$ cat src/cfg_script_pkg.sv
package cfg_script_pkg;
   // ==========================================
   // script geometry
   localparam int unsigned SCRIPT_DEPTH = 60;
   localparam int unsigned SCRIPT_BYTES = 240;
   localparam int unsigned IDX_W = 6;
   localparam logic [5:0] LAST_INDEX = 6'h3b;
   localparam logic [5:0] INDEX_RESET = 6'h00;
   // ==========================================
   // command words
   localparam logic [31:0] START_MARKER = 32'ha5a5a5a5;
   localparam logic [31:0] EMPTY_WORD = 32'h0fffffff;
   localparam logic [31:0] EMPTY_WORD_FULL = 32'hffffffff;
   localparam logic [31:0] DEBUG_LOCK_WORD = 32'h70000000;
   localparam logic [31:0] SPI_FAST_WORD = 32'ha0000000;
   localparam logic [15:0] CAL_HEADER_TOP = 16'h9000;
   localparam logic [3:0] UART_TIMEOUT_NIBBLE = 4'h8;
   localparam int unsigned CAL_COUNT_LSB = 8;
   // ==========================================
   // defaults after reset
   localparam logic [27:0] UART_TIMEOUT_RESET = 28'h0000000;
   localparam int unsigned TIMEOUT_UNIT_US = 100;
   localparam int unsigned SPI_SLOW_MHZ = 2;
   localparam int unsigned SPI_FAST_MHZ = 32;
endpackage

$ cat src/boot_config_script_interpreter.sv
`timescale 1ns/1ps
module boot_config_script_interpreter (
   input wire logic CLK,
   input wire logic RESET,
   input wire logic OTP_READY,
   input wire logic UART_BAUD_SET,
   output logic OTP_RD_REQ,
   output logic [5:0] OTP_RD_INDEX,
   input wire logic OTP_RD_VALID,
   input wire logic [31:0] OTP_RD_DATA,
   output logic REG_WR_REQ,
   output logic [31:0] REG_WR_ADDR,
   output logic [31:0] REG_WR_DATA,
   input wire logic REG_WR_ACK,
   output logic DEBUG_LOCKOUT,
   output logic [27:0] UART_RECEIVE_START_TIMEOUT,
   output logic SPI_BOOT_FAST_CLK,
   output logic SCRIPT_VALID,
   output logic BUSY,
   output logic DONE
);
   // ==========================================
   // state
   typedef enum logic [2:0] {
      IDLE, READ, WAIT_WORD, WRITE_REG, FINISH
   } state_t;

   typedef enum logic [1:0] {
      EXPECT_MARKER, EXPECT_CMD, EXPECT_DATA, EXPECT_SKIP
   } phase_t;

   state_t state;
   state_t next_state;
   phase_t phase;
   logic [5:0] index;
   logic [7:0] skip_left;
   logic [31:0] wr_addr;
   logic [31:0] word;
   logic is_empty;
   logic is_debug_lock;
   logic is_spi_fast;
   logic is_cal_header;
   logic is_uart_timeout;
   logic [7:0] cal_count;
   logic last_word;
   logic word_in;
   logic stop_now;
   logic is_command;
   logic take_addr;
   logic take_data;
   logic take_setting;
   logic advance;

   assign word = OTP_RD_DATA;
   assign word_in = (state == WAIT_WORD) && OTP_RD_VALID;
   assign last_word = (index == cfg_script_pkg::LAST_INDEX);

   // ==========================================
   // word classification
   // anything that is neither a known command word nor an erased word is a register address
   assign is_command = is_cal_header || is_debug_lock || is_spi_fast || is_uart_timeout;
   assign take_setting = word_in && (phase == EXPECT_CMD) && !is_empty;
   assign take_addr = take_setting && !is_command;
   assign take_data = word_in && (phase == EXPECT_DATA);

   cfg_word_decode u_decode (
      .word(word),
      .is_empty(is_empty),
      .is_debug_lock(is_debug_lock),
      .is_spi_fast(is_spi_fast),
      .is_cal_header(is_cal_header),
      .is_uart_timeout(is_uart_timeout),
      .cal_count(cal_count)
   );

   // ==========================================
   // termination of the walk
   always_comb begin
      stop_now = 1'b0;
      case (phase)
         EXPECT_MARKER: begin
            stop_now = (word != cfg_script_pkg::START_MARKER);
         end
         EXPECT_CMD: begin
            // an erased word inside a pair or a skipped record is plain data
            stop_now = is_empty;
         end
         default: begin
            stop_now = 1'b0;
         end
      endcase
   end

   // ==========================================
   // sequencer
   always_comb begin
      next_state = state;
      case (state)
         IDLE: begin
            if (OTP_READY && UART_BAUD_SET) begin
               next_state = READ;
            end
         end
         READ: begin
            next_state = WAIT_WORD;
         end
         WAIT_WORD: begin
            if (OTP_RD_VALID) begin
               if (stop_now) begin
                  next_state = FINISH;
               end else if (phase == EXPECT_DATA) begin
                  next_state = WRITE_REG;
               end else if (last_word) begin
                  next_state = FINISH;
               end else begin
                  next_state = READ;
               end
            end
         end
         WRITE_REG: begin
            // writes complete before the next read, keeping storage order
            if (REG_WR_ACK) begin
               next_state = last_word ? FINISH : READ;
            end
         end
         FINISH: begin
            next_state = FINISH;
         end
         default: begin
            next_state = IDLE;
         end
      endcase
   end

   always_ff @(posedge CLK or posedge RESET) begin
      if (RESET) begin
         state <= IDLE;
      end else begin
         state <= next_state;
      end
   end

   // ==========================================
   // word index, advanced after each consumed word except the one at LAST_INDEX, where it holds
   always_comb begin
      advance = 1'b0;
      if (!last_word) begin
         if (word_in && !stop_now && (phase != EXPECT_DATA)) begin
            advance = 1'b1;
         end else if ((state == WRITE_REG) && REG_WR_ACK) begin
            // a data word is only passed once its write has been taken
            advance = 1'b1;
         end
      end
   end

   always_ff @(posedge CLK or posedge RESET) begin
      if (RESET) begin
         index <= cfg_script_pkg::INDEX_RESET;
      end else if (advance) begin
         index <= index + 6'h01;
      end
   end

   // ==========================================
   // decode phase
   always_ff @(posedge CLK or posedge RESET) begin
      if (RESET) begin
         phase <= EXPECT_MARKER;
      end else if (word_in && !stop_now) begin
         case (phase)
            EXPECT_MARKER: begin
               phase <= EXPECT_CMD;
            end
            EXPECT_CMD: begin
               if (is_cal_header) begin
                  // the index byte is opaque here; only the count matters
                  if (cal_count != 8'h00) begin
                     phase <= EXPECT_SKIP;
                  end
               end else if (!is_command) begin
                  phase <= EXPECT_DATA;
               end
            end
            EXPECT_SKIP: begin
               if (skip_left == 8'h01) begin
                  phase <= EXPECT_CMD;
               end
            end
            EXPECT_DATA: begin
               phase <= EXPECT_CMD;
            end
            default: begin
               phase <= EXPECT_CMD;
            end
         endcase
      end
   end

   // ==========================================
   // calibration words still to be passed over
   always_ff @(posedge CLK or posedge RESET) begin
      if (RESET) begin
         skip_left <= 8'h00;
      end else if (word_in && (phase == EXPECT_CMD) && is_cal_header) begin
         skip_left <= cal_count;
      end else if (word_in && (phase == EXPECT_SKIP)) begin
         skip_left <= skip_left - 8'h01;
      end
   end

   // ==========================================
   // address word held until its data word arrives
   always_ff @(posedge CLK or posedge RESET) begin
      if (RESET) begin
         wr_addr <= 32'h00000000;
      end else if (take_addr) begin
         wr_addr <= word;
      end
   end

   // ==========================================
   // register write port, steady until the write is acknowledged
   always_ff @(posedge CLK or posedge RESET) begin
      if (RESET) begin
         REG_WR_ADDR <= 32'h00000000;
         REG_WR_DATA <= 32'h00000000;
      end else if (take_data) begin
         REG_WR_ADDR <= wr_addr;
         REG_WR_DATA <= word;
      end
   end

   // ==========================================
   // boot settings picked up from the script
   // sticky: a later entry cannot undo the lockout
   always_ff @(posedge CLK or posedge RESET) begin
      if (RESET) begin
         DEBUG_LOCKOUT <= 1'b0;
      end else if (take_setting && is_debug_lock) begin
         DEBUG_LOCKOUT <= 1'b1;
      end
   end

   always_ff @(posedge CLK or posedge RESET) begin
      if (RESET) begin
         UART_RECEIVE_START_TIMEOUT <= cfg_script_pkg::UART_TIMEOUT_RESET;
      end else if (take_setting && is_uart_timeout) begin
         // a later timeout entry simply replaces an earlier one
         UART_RECEIVE_START_TIMEOUT <= word[27:0];
      end
   end

   always_ff @(posedge CLK or posedge RESET) begin
      if (RESET) begin
         SPI_BOOT_FAST_CLK <= 1'b0;
      end else if (take_setting && is_spi_fast) begin
         SPI_BOOT_FAST_CLK <= 1'b1;
      end
   end

   // ==========================================
   // status
   always_ff @(posedge CLK or posedge RESET) begin
      if (RESET) begin
         SCRIPT_VALID <= 1'b0;
      end else if (word_in && phase == EXPECT_MARKER &&
                   word == cfg_script_pkg::START_MARKER) begin
         SCRIPT_VALID <= 1'b1;
      end
   end

   // ==========================================
   // busy and done, taken from next_state so they move with state
   always_ff @(posedge CLK or posedge RESET) begin
      if (RESET) begin
         BUSY <= 1'b0;
      end else begin
         BUSY <= (next_state != IDLE) && (next_state != FINISH);
      end
   end

   // done holds until reset and stands for the release of the processor
   always_ff @(posedge CLK or posedge RESET) begin
      if (RESET) begin
         DONE <= 1'b0;
      end else begin
         DONE <= (next_state == FINISH);
      end
   end

   // ==========================================
   // read and write requests
   assign OTP_RD_REQ = (state == READ);
   assign OTP_RD_INDEX = index;
   assign REG_WR_REQ = (state == WRITE_REG);
endmodule

$ cat src/cfg_word_decode.sv
`timescale 1ns/1ps
module cfg_word_decode (
   input wire logic [31:0] word,
   output logic is_empty,
   output logic is_debug_lock,
   output logic is_spi_fast,
   output logic is_cal_header,
   output logic is_uart_timeout,
   output logic [7:0] cal_count
);
   // ==========================================
   // pure classification of one script word
   // both the 28-bit and full 32-bit erased patterns end the script where a command word is expected
   assign is_empty = (word == cfg_script_pkg::EMPTY_WORD) ||
                     (word == cfg_script_pkg::EMPTY_WORD_FULL);
   assign is_debug_lock = (word == cfg_script_pkg::DEBUG_LOCK_WORD);
   assign is_spi_fast = (word == cfg_script_pkg::SPI_FAST_WORD);
   assign is_cal_header = (word[31:16] == cfg_script_pkg::CAL_HEADER_TOP);
   assign is_uart_timeout = (word[31:28] == cfg_script_pkg::UART_TIMEOUT_NIBBLE);
   assign cal_count = word[15:8];
endmodule

$ cat config.mk
export PLATFORM = sky130hd
export DESIGN_NAME = boot_config_script_interpreter
export DESIGN_NICKNAME = d
export VERILOG_FILES = /design/src/cfg_script_pkg.sv /design/src/boot_config_script_interpreter.sv /design/src/cfg_word_decode.sv
export SDC_FILE = /design/constraint.sdc
export NUM_CORES = 1
export LEC_CHECK = 0
export BUFFER_PORTS_ARGS = -buffer_cell sky130_fd_sc_hd__clkbuf_2
export CORE_MARGIN = 1.5
export CORE_UTILIZATION = 49
export CTS_CLUSTER_DIAMETER = 120
export DETAILED_ROUTE_END_ITERATION = 8
export PLACE_DENSITY = 0.72
export SYNTH_ARGS = -nofsm -noshare
export SYNTH_HDL_FRONTEND = slang
export SYNTH_SLANG_ARGS = --single-unit
$ cat constraint.sdc
create_clock -name CLK -period 7.9 [get_ports CLK]
set_input_delay 0.395 -clock CLK [delete_from_list [all_inputs] [get_ports CLK]]
set_output_delay 0.395 -clock CLK [all_outputs]
set_load 0.005 [all_outputs]
==> metrics.txt, run 1 <==
Pins Over Slew Limit 0; RSZ-0062 raised after global routing no; post-route ant nets 0; largest net degree at the start of global routing 76; FF-to-FF End UART_RECEIVE_START_TIMEOUT[16]$_DFFE_PP0P_; VDD IR max 0.187 mV; port bufs 142; power share of the sequential group 42.7%; clk_lat worst skew 0.41 ns; Max Cap Viol 0; Routed wire per std cell 18.0 µm; area delta synth->final 25.1%; placed cell area about 0.0070 mm²; DP HPWL 9.46 mm; worst r2r src state[2]$_DFF_PP0_; power per cell area 376 mW/mm²; HP Class input pin to asynchronous set/reset pin; Sum Neg Setup Slack 0 ns; Fillers 960; register bit total from synthesis 148; vias per std cell 5.31; CP required between 8 and 9 ns; Pint between 2000 and 2500 µW; Final Wtd Congestion 0.850; Post-Syn Area 0.00618 mm²; Synth Flop Type dfrtp_1; part of the power in the clock network 31.7%; Util after Layout 63.6%; Setup Skew 0.00446 ns; num ports approximately 140; H-tree depth 4; leak pwr 0.00391 µW; Achievable Freq 382 MHz; Routed Wire Length between 10 and 15 mm; ys async rst share 100%; DRC violations left 0; # setup viols final 0; post-route cell area 0.00773 mm²; Worst Tran Pin Value 0.940 ns; Max transition margin 37.3%; Total GRT Usage 22.0%; Longest Clk Path Bufs 2; combinational power share 25.6%; Syn Inst Count 431; layout cells sized above 1 between 50% and 60%; postcts setup bufs 0; Syn. warnings 0; nets 621; CTS clk-pin slew, worst paths 0.06 ns; Core Region 0.0122 mm²; die height 115 µm; CTS Buf Count 17; most frequent cells in the layout dfrtp_1, clkbuf_2, mux2_2; Tmin final 2.62 ns; worst-path fanout max 28; # diodes 0; commonest non-fill, non-tap cell in the layout dfrtp_1; syn nets between 400 and 500; Initial Util 50.8%; row cnt 40; CTS tree built; grt ovf 0; Die Area 0.0133 mm²; cts hold-fix bufs 0; Yosys cell types 49; Die Wd 115 µm; startpoint class of the critical path flip-flop; register area 0.00370 mm²; number of synthesized flops with an enable pin 0; Switching Power 794 µW; Net Sw Frac 27.3%; Setup CP Type flip-flop to flip-flop; CTS sink cnt roughly 150; reg-to-reg setup timing slack 5.28 ns; vias in the first global route 4,160; number of antenna violations at the first check in global routing 0; Syn Area/Cell 14.3 µm²; area of the multi-input gates 0.00235 mm²; initial DRC count about 200; worst r2r path cells 5; drt first pass iters 4; Root Driver clkbuf_16; vias 4,040; CP Capture Type flip-flop; final hold slack ~0.08 ns; Arr. time, crit path 2.91 ns; global-route wire length before repair 22.0 mm; register area share after synthesis roughly three fifths; post-cts repair resize count 0; final hold viol count 0; status completed; Period Utilization, post-route 33.1%
[through the flow]
step                      total power [µW]  std cells  setup WS (ns)
after floorplan                       1670        431           3.53
after global placement                1960        729           5.08
after detailed placement              2000        729           5.03
after CTS                             2930        761           5.26
after global routing                  3070        761           5.13
final                                 2910        761           5.28
[registers in the layout, summed over array words and instances, names as in the netlist, 2 cells and up]
register / cells
REG_WR_ADDR: 32
REG_WR_DATA: 32
wr_addr: 32
UART_RECEIVE_START_TIMEOUT: 28
skip_left: 8
OTP_RD_INDEX: 6
state: 3
phase: 2
[power by group through the flow]
stage	sequential, µW	combinational, µW	clock [µW]
2_1_floorplan	1220	448	0
4_1_cts	1240	758	934
5_1_grt	1280	818	969
3_5_place_dp	1250	749	0
3_3_place_gp	1230	727	0
6_report	1240	745	922
[layer usage]
layer | global-route usage (%) | vias to the layer above | share of wire, %
met1 | 28.5 | 2045 | 44
li1 | - | 1880 | -
met5 | 0 | - | 0
met2 | 35.4 | 92 | 49
met4 | 8.64 | 0 | 1.8
met3 | 6.22 | 23 | 4.9
[cell usage after synthesis (all sizes together), types with 2 or more instances]
| master | n | area [µm²] |
|---|---|---|
| nand4 | 11 | 68.8 |
| a31o | 2 | 17.5 |
| nor3 | 7 | 40.0 |
| ha | 3 | 37.5 |
| nor3b | 2 | 15.0 |
| nor2 | 12 | 45.0 |
| inv | 10 | 37.5 |
| xnor2 | 3 | 26.3 |
| nand2b | 2 | 12.5 |
| and3 | 5 | 36.3 |
| or2 | 2 | 12.5 |
| a21oi | 5 | 25.0 |
| o21ai | 13 | 65.1 |
| and4 | 2 | 17.5 |
| clkbuf | 2 | 7.51 |
| o211ai | 5 | 37.5 |
| buf | 13 | 81.3 |
| nand2 | 23 | 86.3 |
| nand3 | 5 | 30.0 |
| mux2 | 122 | 1480 |
| dfrtp | 148 | 3700 |
| a32oi | 4 | 35.0 |
| a22oi | 3 | 22.5 |
| nor4 | 8 | 50.1 |
[layout make-up]
class | count | area share (%)
clock buffers | 25 | 6.80
clock inverters | 7 | 2.12
inverters | 10 | 0.550
multi-input cells | 258 | 30.4
flip-flops and latches | 148 | 47.9
well taps | 168 | 2.72
repair buffers | 145 | 9.48
[cell families after synthesis]
kind of cell | after synthesis | share of synthesized area [%]
flip-flops | 148 | 59.9
multiplexers | 123 | 24.1
AND/OR/NAND/NOR | 86 | 7.77
AO/OA/AOI/OAI | 42 | 4.94
buffers and inverters | 25 | 2.04
XOR/XNOR | 4 | 0.567
adder cells (fa/ha/maj) | 3 | 0.607
[worst max path at each step]
stage,startpoint,end,cells after the start
after floorplan,RESET,BUSY$_DFF_PP0_,1
after global placement,OTP_RD_DATA[26],UART_RECEIVE_START_TIMEOUT[5]$_DFFE_PP0P_,7
after detailed placement,OTP_RD_DATA[26],UART_RECEIVE_START_TIMEOUT[16]$_DFFE_PP0P_,7
after CTS,state[2]$_DFF_PP0_,UART_RECEIVE_START_TIMEOUT[16]$_DFFE_PP0P_,5
after global routing,state[2]$_DFF_PP0_,UART_RECEIVE_START_TIMEOUT[15]$_DFFE_PP0P_,5
final,state[2]$_DFF_PP0_,UART_RECEIVE_START_TIMEOUT[16]$_DFFE_PP0P_,5
[critical path: stages (launching register included)]
cell	delay, ns
dfrtp_1	0.43
and4bb_2	0.36
nand2_1	0.16
nor3_2	0.35
nand3_2	0.65
mux2_2	0.53
Power figures use the tool's default switching activity.
==> inputs of run 2 (changes only) <==
==> constraint.sdc (replaced) <==
create_clock -name CLK -period 2.6 [get_ports CLK]
set_input_delay 0.13 -clock CLK [delete_from_list [all_inputs] [get_ports CLK]]
set_output_delay 0.13 -clock CLK [all_outputs]
set_load 0.005 [all_outputs]
==> run 2 against run 1 <==
  * First-iteration DRC count is 6.9% higher
  * Combinational power grew to 3.1 times the previous value
  * Sequential power grew to 3.1 times the previous value
  * Non-clock buffer count is 10 higher
  * Setup slack worse by 5.0 ns
  * Via count is 3.3% higher
  * Critical path depth is 4 higher
  * Critical path type is now input pin to flip-flop
  * Critical endpoint is now wr_addr[15]$_DFFE_PP0P_
  * Largest cell class unchanged
  * Largest power group unchanged
  * Highest routed layer unchanged
==> metrics.txt, run 2 (synthesized netlist as in run 1, its figures left out) <==
status completed; Setup Skew 0.00720 ns (+0.00274 ns); Achievable Freq 441 MHz; Max transition margin 40.4% (+3.1 points); Sum Neg Setup Slack 0 ns (unchanged); most frequent cells in the layout dfrtp_1, clkbuf_2, mux2_2; VDD IR max 0.566 mV (+200%); worst-path fanout max 14 (-50%); HP Start OTP_RD_DATA[23]; Total GRT Usage 22.6% (+0.54 points); port bufs 142 (unchanged); M1 WL 5.97 mm (-1.5%); Setup CP Type input pin to flip-flop; die height 115 µm (unchanged); biggest registers after layout REG_WR_ADDR: 32 flops, REG_WR_DATA: 32 flops, wr_addr: 32 flops; Tmin final about 2.3 ns; Root Driver clkbuf_16; metal2 WL 6.86 mm (+1.9%); startpoint class of the critical path input pin; CTS sink cnt 148 (unchanged); largest net degree at the start of global routing 78 (+2.6%); DR WL met3 735 µm (+8.4%); Period Utilization, post-route 87.3%; RSZ-0062 raised after global routing no; drt first pass iters 4 (unchanged); vias in the first global route 4,315 (+3.7%); worst r2r src state[2]$_DFF_PP0_; # setup viols final 0 (unchanged); Core Region 0.0122 mm² (unchanged); grt ovf 0 (unchanged); CP Capture Type flip-flop; CTS clk-pin slew, worst paths 0.06 ns (about the same); DP HPWL 10.0 mm (+5.9%); final non-filler cell total 770 (+1.2%); num ports 143 (unchanged); Routed wire per std cell 18.0 µm (-0.17%); Pins Over Slew Limit 0 (unchanged); Final Wtd Congestion 0.828 (-2.5%); Worst Tran Pin Value 0.893 ns (-0.0471 ns); worst r2r path cells 6 (+1); CTS tree built; row cnt 40 (unchanged); number of antenna violations at the first check in global routing 0 (unchanged); Initial Util 50.8% (unchanged); CP required 2.90 ns (-5.30 ns); DRC violations left 0 (unchanged); leak pwr 0.00392 µW (+0.27%); layout cells sized above 1 52.8% (+0.55 points); commonest non-fill, non-tap cell in the layout dfrtp_1; area delta synth->final 25.8%; Routed Wire Length 13.8 mm (+1.0%); initial DRC count 217 (+6.9%); # diodes 0 (unchanged); global-route wire length before repair 22.5 mm (+2.4%); clk_lat worst skew 0.42 ns (about the same); hold path cells 2; HP Class input pin to flip-flop; power per cell area 1100 mW/mm² (+190%); reg-to-reg setup timing slack 0.35 ns (-4.93 ns); Arr. time, crit path 2.57 ns (-0.34 ns); Die Wd 115 µm (unchanged); post-route ant nets 0 (unchanged); CTS Buf Count 17 (unchanged); final hold viol count 0 (unchanged); placed cells 737 (+1.1%); CP Launch Point OTP_RD_DATA[21]; vias per std cell 5.42 (+2.1%); vias 4,172 (+3.3%); Longest Clk Path Bufs 2 (unchanged); Max Cap Viol 0 (unchanged); nets 631 (+1.6%); H-tree depth 4 (unchanged); Top Metal Used met4; Die Area 0.0133 mm² (unchanged)
## run 2: cell types whose count changed in the layout (fill, tap and decap cells not counted), moves of 2 or more
cell,delta
buf_4,+4
dlygate4sd3_1,+2
buf_12,+4
bufinv_16,-3
clkinvlp_4,+3
clkbuf_8,-2
clkinv_2,+2
## run 2: critical path: stages
cell and delay, ns:
dlygate4sd3_1 0.53, clkbuf_2 0.14, nor4_1 0.34, nand4_1 0.19, nor3_1 0.34, o22ai_1 0.15
and3_4 0.27, buf_12 0.17, mux2_4 0.29
## run 2: path summary, 6_finish.rpt
| path | end |
|---|---|
| setup / recovery | wr_addr[15]$_DFFE_PP0P_ |
| hold / removal | wr_addr[23]$_DFFE_PP0P_ |
| setup reg to reg | wr_addr[18]$_DFFE_PP0P_ |
| hold reg to reg | DEBUG_LOCKOUT$_DFFE_PP0P_ |
| max in group asynchronous | UART_RECEIVE_START_TIMEOUT[24]$_DFFE_PP0P_ |
| min in group asynchronous | wr_addr[10]$_DFFE_PP0P_ |
## run 2: through the flow
| step | power [µW] | utilization, % | setup slack, ns | hold slack, ns | instance area, µm² |
|---|---|---|---|---|---|
| 2_1_floorplan | 5080 | - | 0.540 | 0.253 | 6180 |
| 3_3_place_gp | 5990 | 58.8 | 0.172 | 0.274 | 7150 |
| 3_5_place_dp | 6140 | 58.8 | 0.151 | 0.293 | 7150 |
| 4_1_cts | 8600 | 63.9 | 0.0935 | 0.00469 | 7770 |
| 5_1_grt | 9010 | 63.9 | 0.0960 | 0.0142 | 7770 |
| 6_report | 8520 | 63.9 | 0.330 | 0.0176 | 7770 |
## run 2: where the power goes
| part | switching (µW) | internal [µW] | total [µW] |
|---|---|---|---|
| Combinational | 922 | 1360 | 2290 |
| Sequential | 588 | 3210 | 3800 |
| Clock | 908 | 1530 | 2440 |
| Total | 2420 | 6100 | 8520 |
## run 2: timing repair
action	CTS	global route
buffers inserted	0	0
hold endpoints to repair	78	0
hold buffers	2	0
setup endpoints to repair	0	1
resized for setup	0	1
## run 2: routing by layer
layer / global-route usage, % / vias to the layer above
li1: - / 1894
met1: 29.6 / 2135
met2: 35.2 / 125
met3: 6.69 / 18
met4: 9.79 / 0
met5: 0 / -
## run 2: layout make-up
type                       instances  area [µm²]
tap                              168         210
clock inverter                     8        98.8
clock buffer                      23         498
timing repair buffer             155         863
sequential                       148        3700
fill                             939        4390
inverter                          10        41.3
multi-input combinational        258        2360
==> inputs of run 3 (changes only) <==
--- a/config.mk
+++ b/config.mk
@@ -6,7 +6,8 @@
 export NUM_CORES = 1
 export LEC_CHECK = 0
 export BUFFER_PORTS_ARGS = -buffer_cell sky130_fd_sc_hd__clkbuf_2
-export CORE_MARGIN = 1.5
+export CORE_ASPECT_RATIO = 2
+export CORE_MARGIN = 2
 export CORE_UTILIZATION = 49
 export CTS_CLUSTER_DIAMETER = 120
 export DETAILED_ROUTE_END_ITERATION = 8
==> run 3 against run 2 <==
  * Cell count down 2.3%
  * First-iteration DRC count down 20%
  * Non-clock buffer count down 1
  * Core utilization down 1.5 points
==> metrics.txt, run 3 (synthesized netlist as in run 1, its figures left out) <==
status completed; register area 0.00370 mm² (unchanged); hold endpoint wr_addr[21]$_DFFE_PP0P_; post-route ant nets 0 (unchanged); number of antenna violations at the first check in global routing 0 (unchanged); final hold viol count 0 (unchanged); largest net degree at the start of global routing 149 (+91%); RSZ-0062 raised after global routing no; Period Utilization, post-route 89.7% (+2.4 points); vias per std cell 5.45 (+0.63%); Routed wire per std cell 18.0 µm (+0.34%); worst-path fanout max 8 (-6); power per cell area 1100 mW/mm² (+0.25%); Max transition margin 48.8% (+8.3 points); area delta synth->final 25.3%; Total GRT Usage 20.6% (-2.0 points); final hold slack 0.0269 ns (+0.00929 ns); CP Capture Type flip-flop; initial DRC count 174 (-20%); placed cell area 0.00713 mm² (-0.24%); Achievable Freq 429 MHz (-2.7%); drt first pass iters 4 (unchanged); CTS tree built; # diodes 0 (unchanged); Root Driver clkbuf_16; worst r2r src state[2]$_DFF_PP0_; most frequent cells in the layout dfrtp_1, clkbuf_2, mux2_2; DRC violations left 0 (unchanged); Core Region 0.0124 mm² (+2.0%); CP required 2.89 ns (about the same); Worst Tran Pin Value 0.768 ns (-0.125 ns); die height 163 µm (+41%); # setup viols final 0 (unchanged); post-route cell area 0.00774 mm² (-0.40%); Design Power 8510 µW (-0.15%); Sum Neg Setup Slack 0 ns (unchanged); vias 4,100 (-1.7%); port bufs 142 (unchanged); grt ovf 0 (unchanged); CTS sink cnt 148 (unchanged); Final Wtd Congestion 0.873 (+5.4%); HP Start OTP_RD_DATA[21]; row cnt 58 (+45%); layout cells sized above 1 52.8% (unchanged); global-route wire length before repair 21.9 mm (-2.7%); leak pwr 0.00393 µW (+0.35%); H-tree depth 4 (unchanged); Longest Clk Path Bufs 2 (unchanged); clk_lat worst skew 0.41 ns (about the same); Die Wd 83.4 µm (-28%); FF-to-FF End wr_addr[18]$_DFFE_PP0P_; Max Cap Viol 0 (unchanged); Setup CP Type flip-flop to flip-flop; biggest registers after layout REG_WR_ADDR: 32 flops, REG_WR_DATA: 32 flops, wr_addr: 32 flops; area of the multi-input gates 0.00236 mm² (about the same); HP Class input pin to flip-flop; vias in the first global route 4,147 (-3.9%); Initial Util 49.8% (-1.0 points); Tmin final 2.33 ns (+0.0636 ns); num ports 143 (unchanged); DP HPWL 9.52 mm (-5.0%); hold path cells 2 (unchanged); Fillers 973 (+3.6%); Arr. time, crit path 2.63 ns (+0.06 ns); CTS clk-pin slew, worst paths 0.06 ns (about the same); CTS Buf Count 17 (unchanged); reg-to-reg setup timing slack 0.27 ns (-0.08 ns); Die Area 0.0136 mm² (+2.2%); commonest non-fill, non-tap cell in the layout dfrtp_1; VDD IR max 0.744 mV (+31%); startpoint class of the critical path flip-flop; Pins Over Slew Limit 0 (unchanged); Routed Wire Length 13.6 mm (-2.0%); nets 630 (-0.16%); worst r2r path cells 6 (unchanged); Setup Skew 0.00855 ns (+0.00135 ns)
run 3: cell types whose count changed in the layout (fill, tap and decap cells not counted):
cell,change
bufinv_16,+1
clkbuf_8,-4
clkinv_2,+2
dlygate4sd3_1,-1
inv_6,+2
nand2_2,-1
nand2_4,+1
nor4_1,+1
nor4_2,-1
run 3: how the worst max path moves through the flow:
stage / start / endpoint / cells after the start
after floorplan: state[0]$_DFF_PP0_ / wr_addr[0]$_DFFE_PP0P_ / 7
after detailed placement: state[0]$_DFF_PP0_ / wr_addr[18]$_DFFE_PP0P_ / 6
after CTS: state[0]$_DFF_PP0_ / wr_addr[18]$_DFFE_PP0P_ / 6
after global routing: state[2]$_DFF_PP0_ / wr_addr[18]$_DFFE_PP0P_ / 6
after global placement: OTP_RD_DATA[28] / UART_RECEIVE_START_TIMEOUT[23]$_DFFE_PP0P_ / 8
final: state[2]$_DFF_PP0_ / wr_addr[18]$_DFFE_PP0P_ / 6
run 3: power by group:
part	switching (µW)	total (µW)	internal, µW
sequential	571	3780	3200
clock	942	2480	1530
combinational	898	2260	1360
total	2410	8510	6100
run 3: stage by stage:
step                setup slack (ns)  cells  util, %
floorplan                      0.540    431        -
global placement               0.358    719     57.5
detailed placement             0.300    719     57.5
CTS                            0.267    752     62.4
global route                   0.139    752     62.4
finish                         0.267    752     62.4
run 3: area by class of cell:
cell class / count / area share [%]
clock inverter: 13 / 2.02
timing repair buffer: 154 / 11.0
sequential: 148 / 47.8
multi-input combinational: 258 / 30.5
tap: 150 / 2.42
clock buffer: 19 / 5.72
inverter: 10 / 0.533
run 3: what timing repair did:
item                       CTS  global route
buffers inserted             0             0
hold buffers                 1             0
gates resized for setup      0             0
hold endpoints to repair    68             0
setup endpoints to repair    0             0
run 3: routing by layer:
metal	global-route usage, %	routed length [µm]	vias up
li1	-	-	1891
met1	28.0	5970	2061
met2	31.8	6540	129
met3	5.32	728	19
met4	8.50	314	0
met5	0	0	-
run 3: worst max-delay path, cell delays in order (launching register included):
cell and delay [ns]:
dfrtp_1 0.43, and4bb_2 0.35, nand2_1 0.16, nor3_2 0.37, and3_4 0.34, buf_4 0.21
mux2_2 0.35
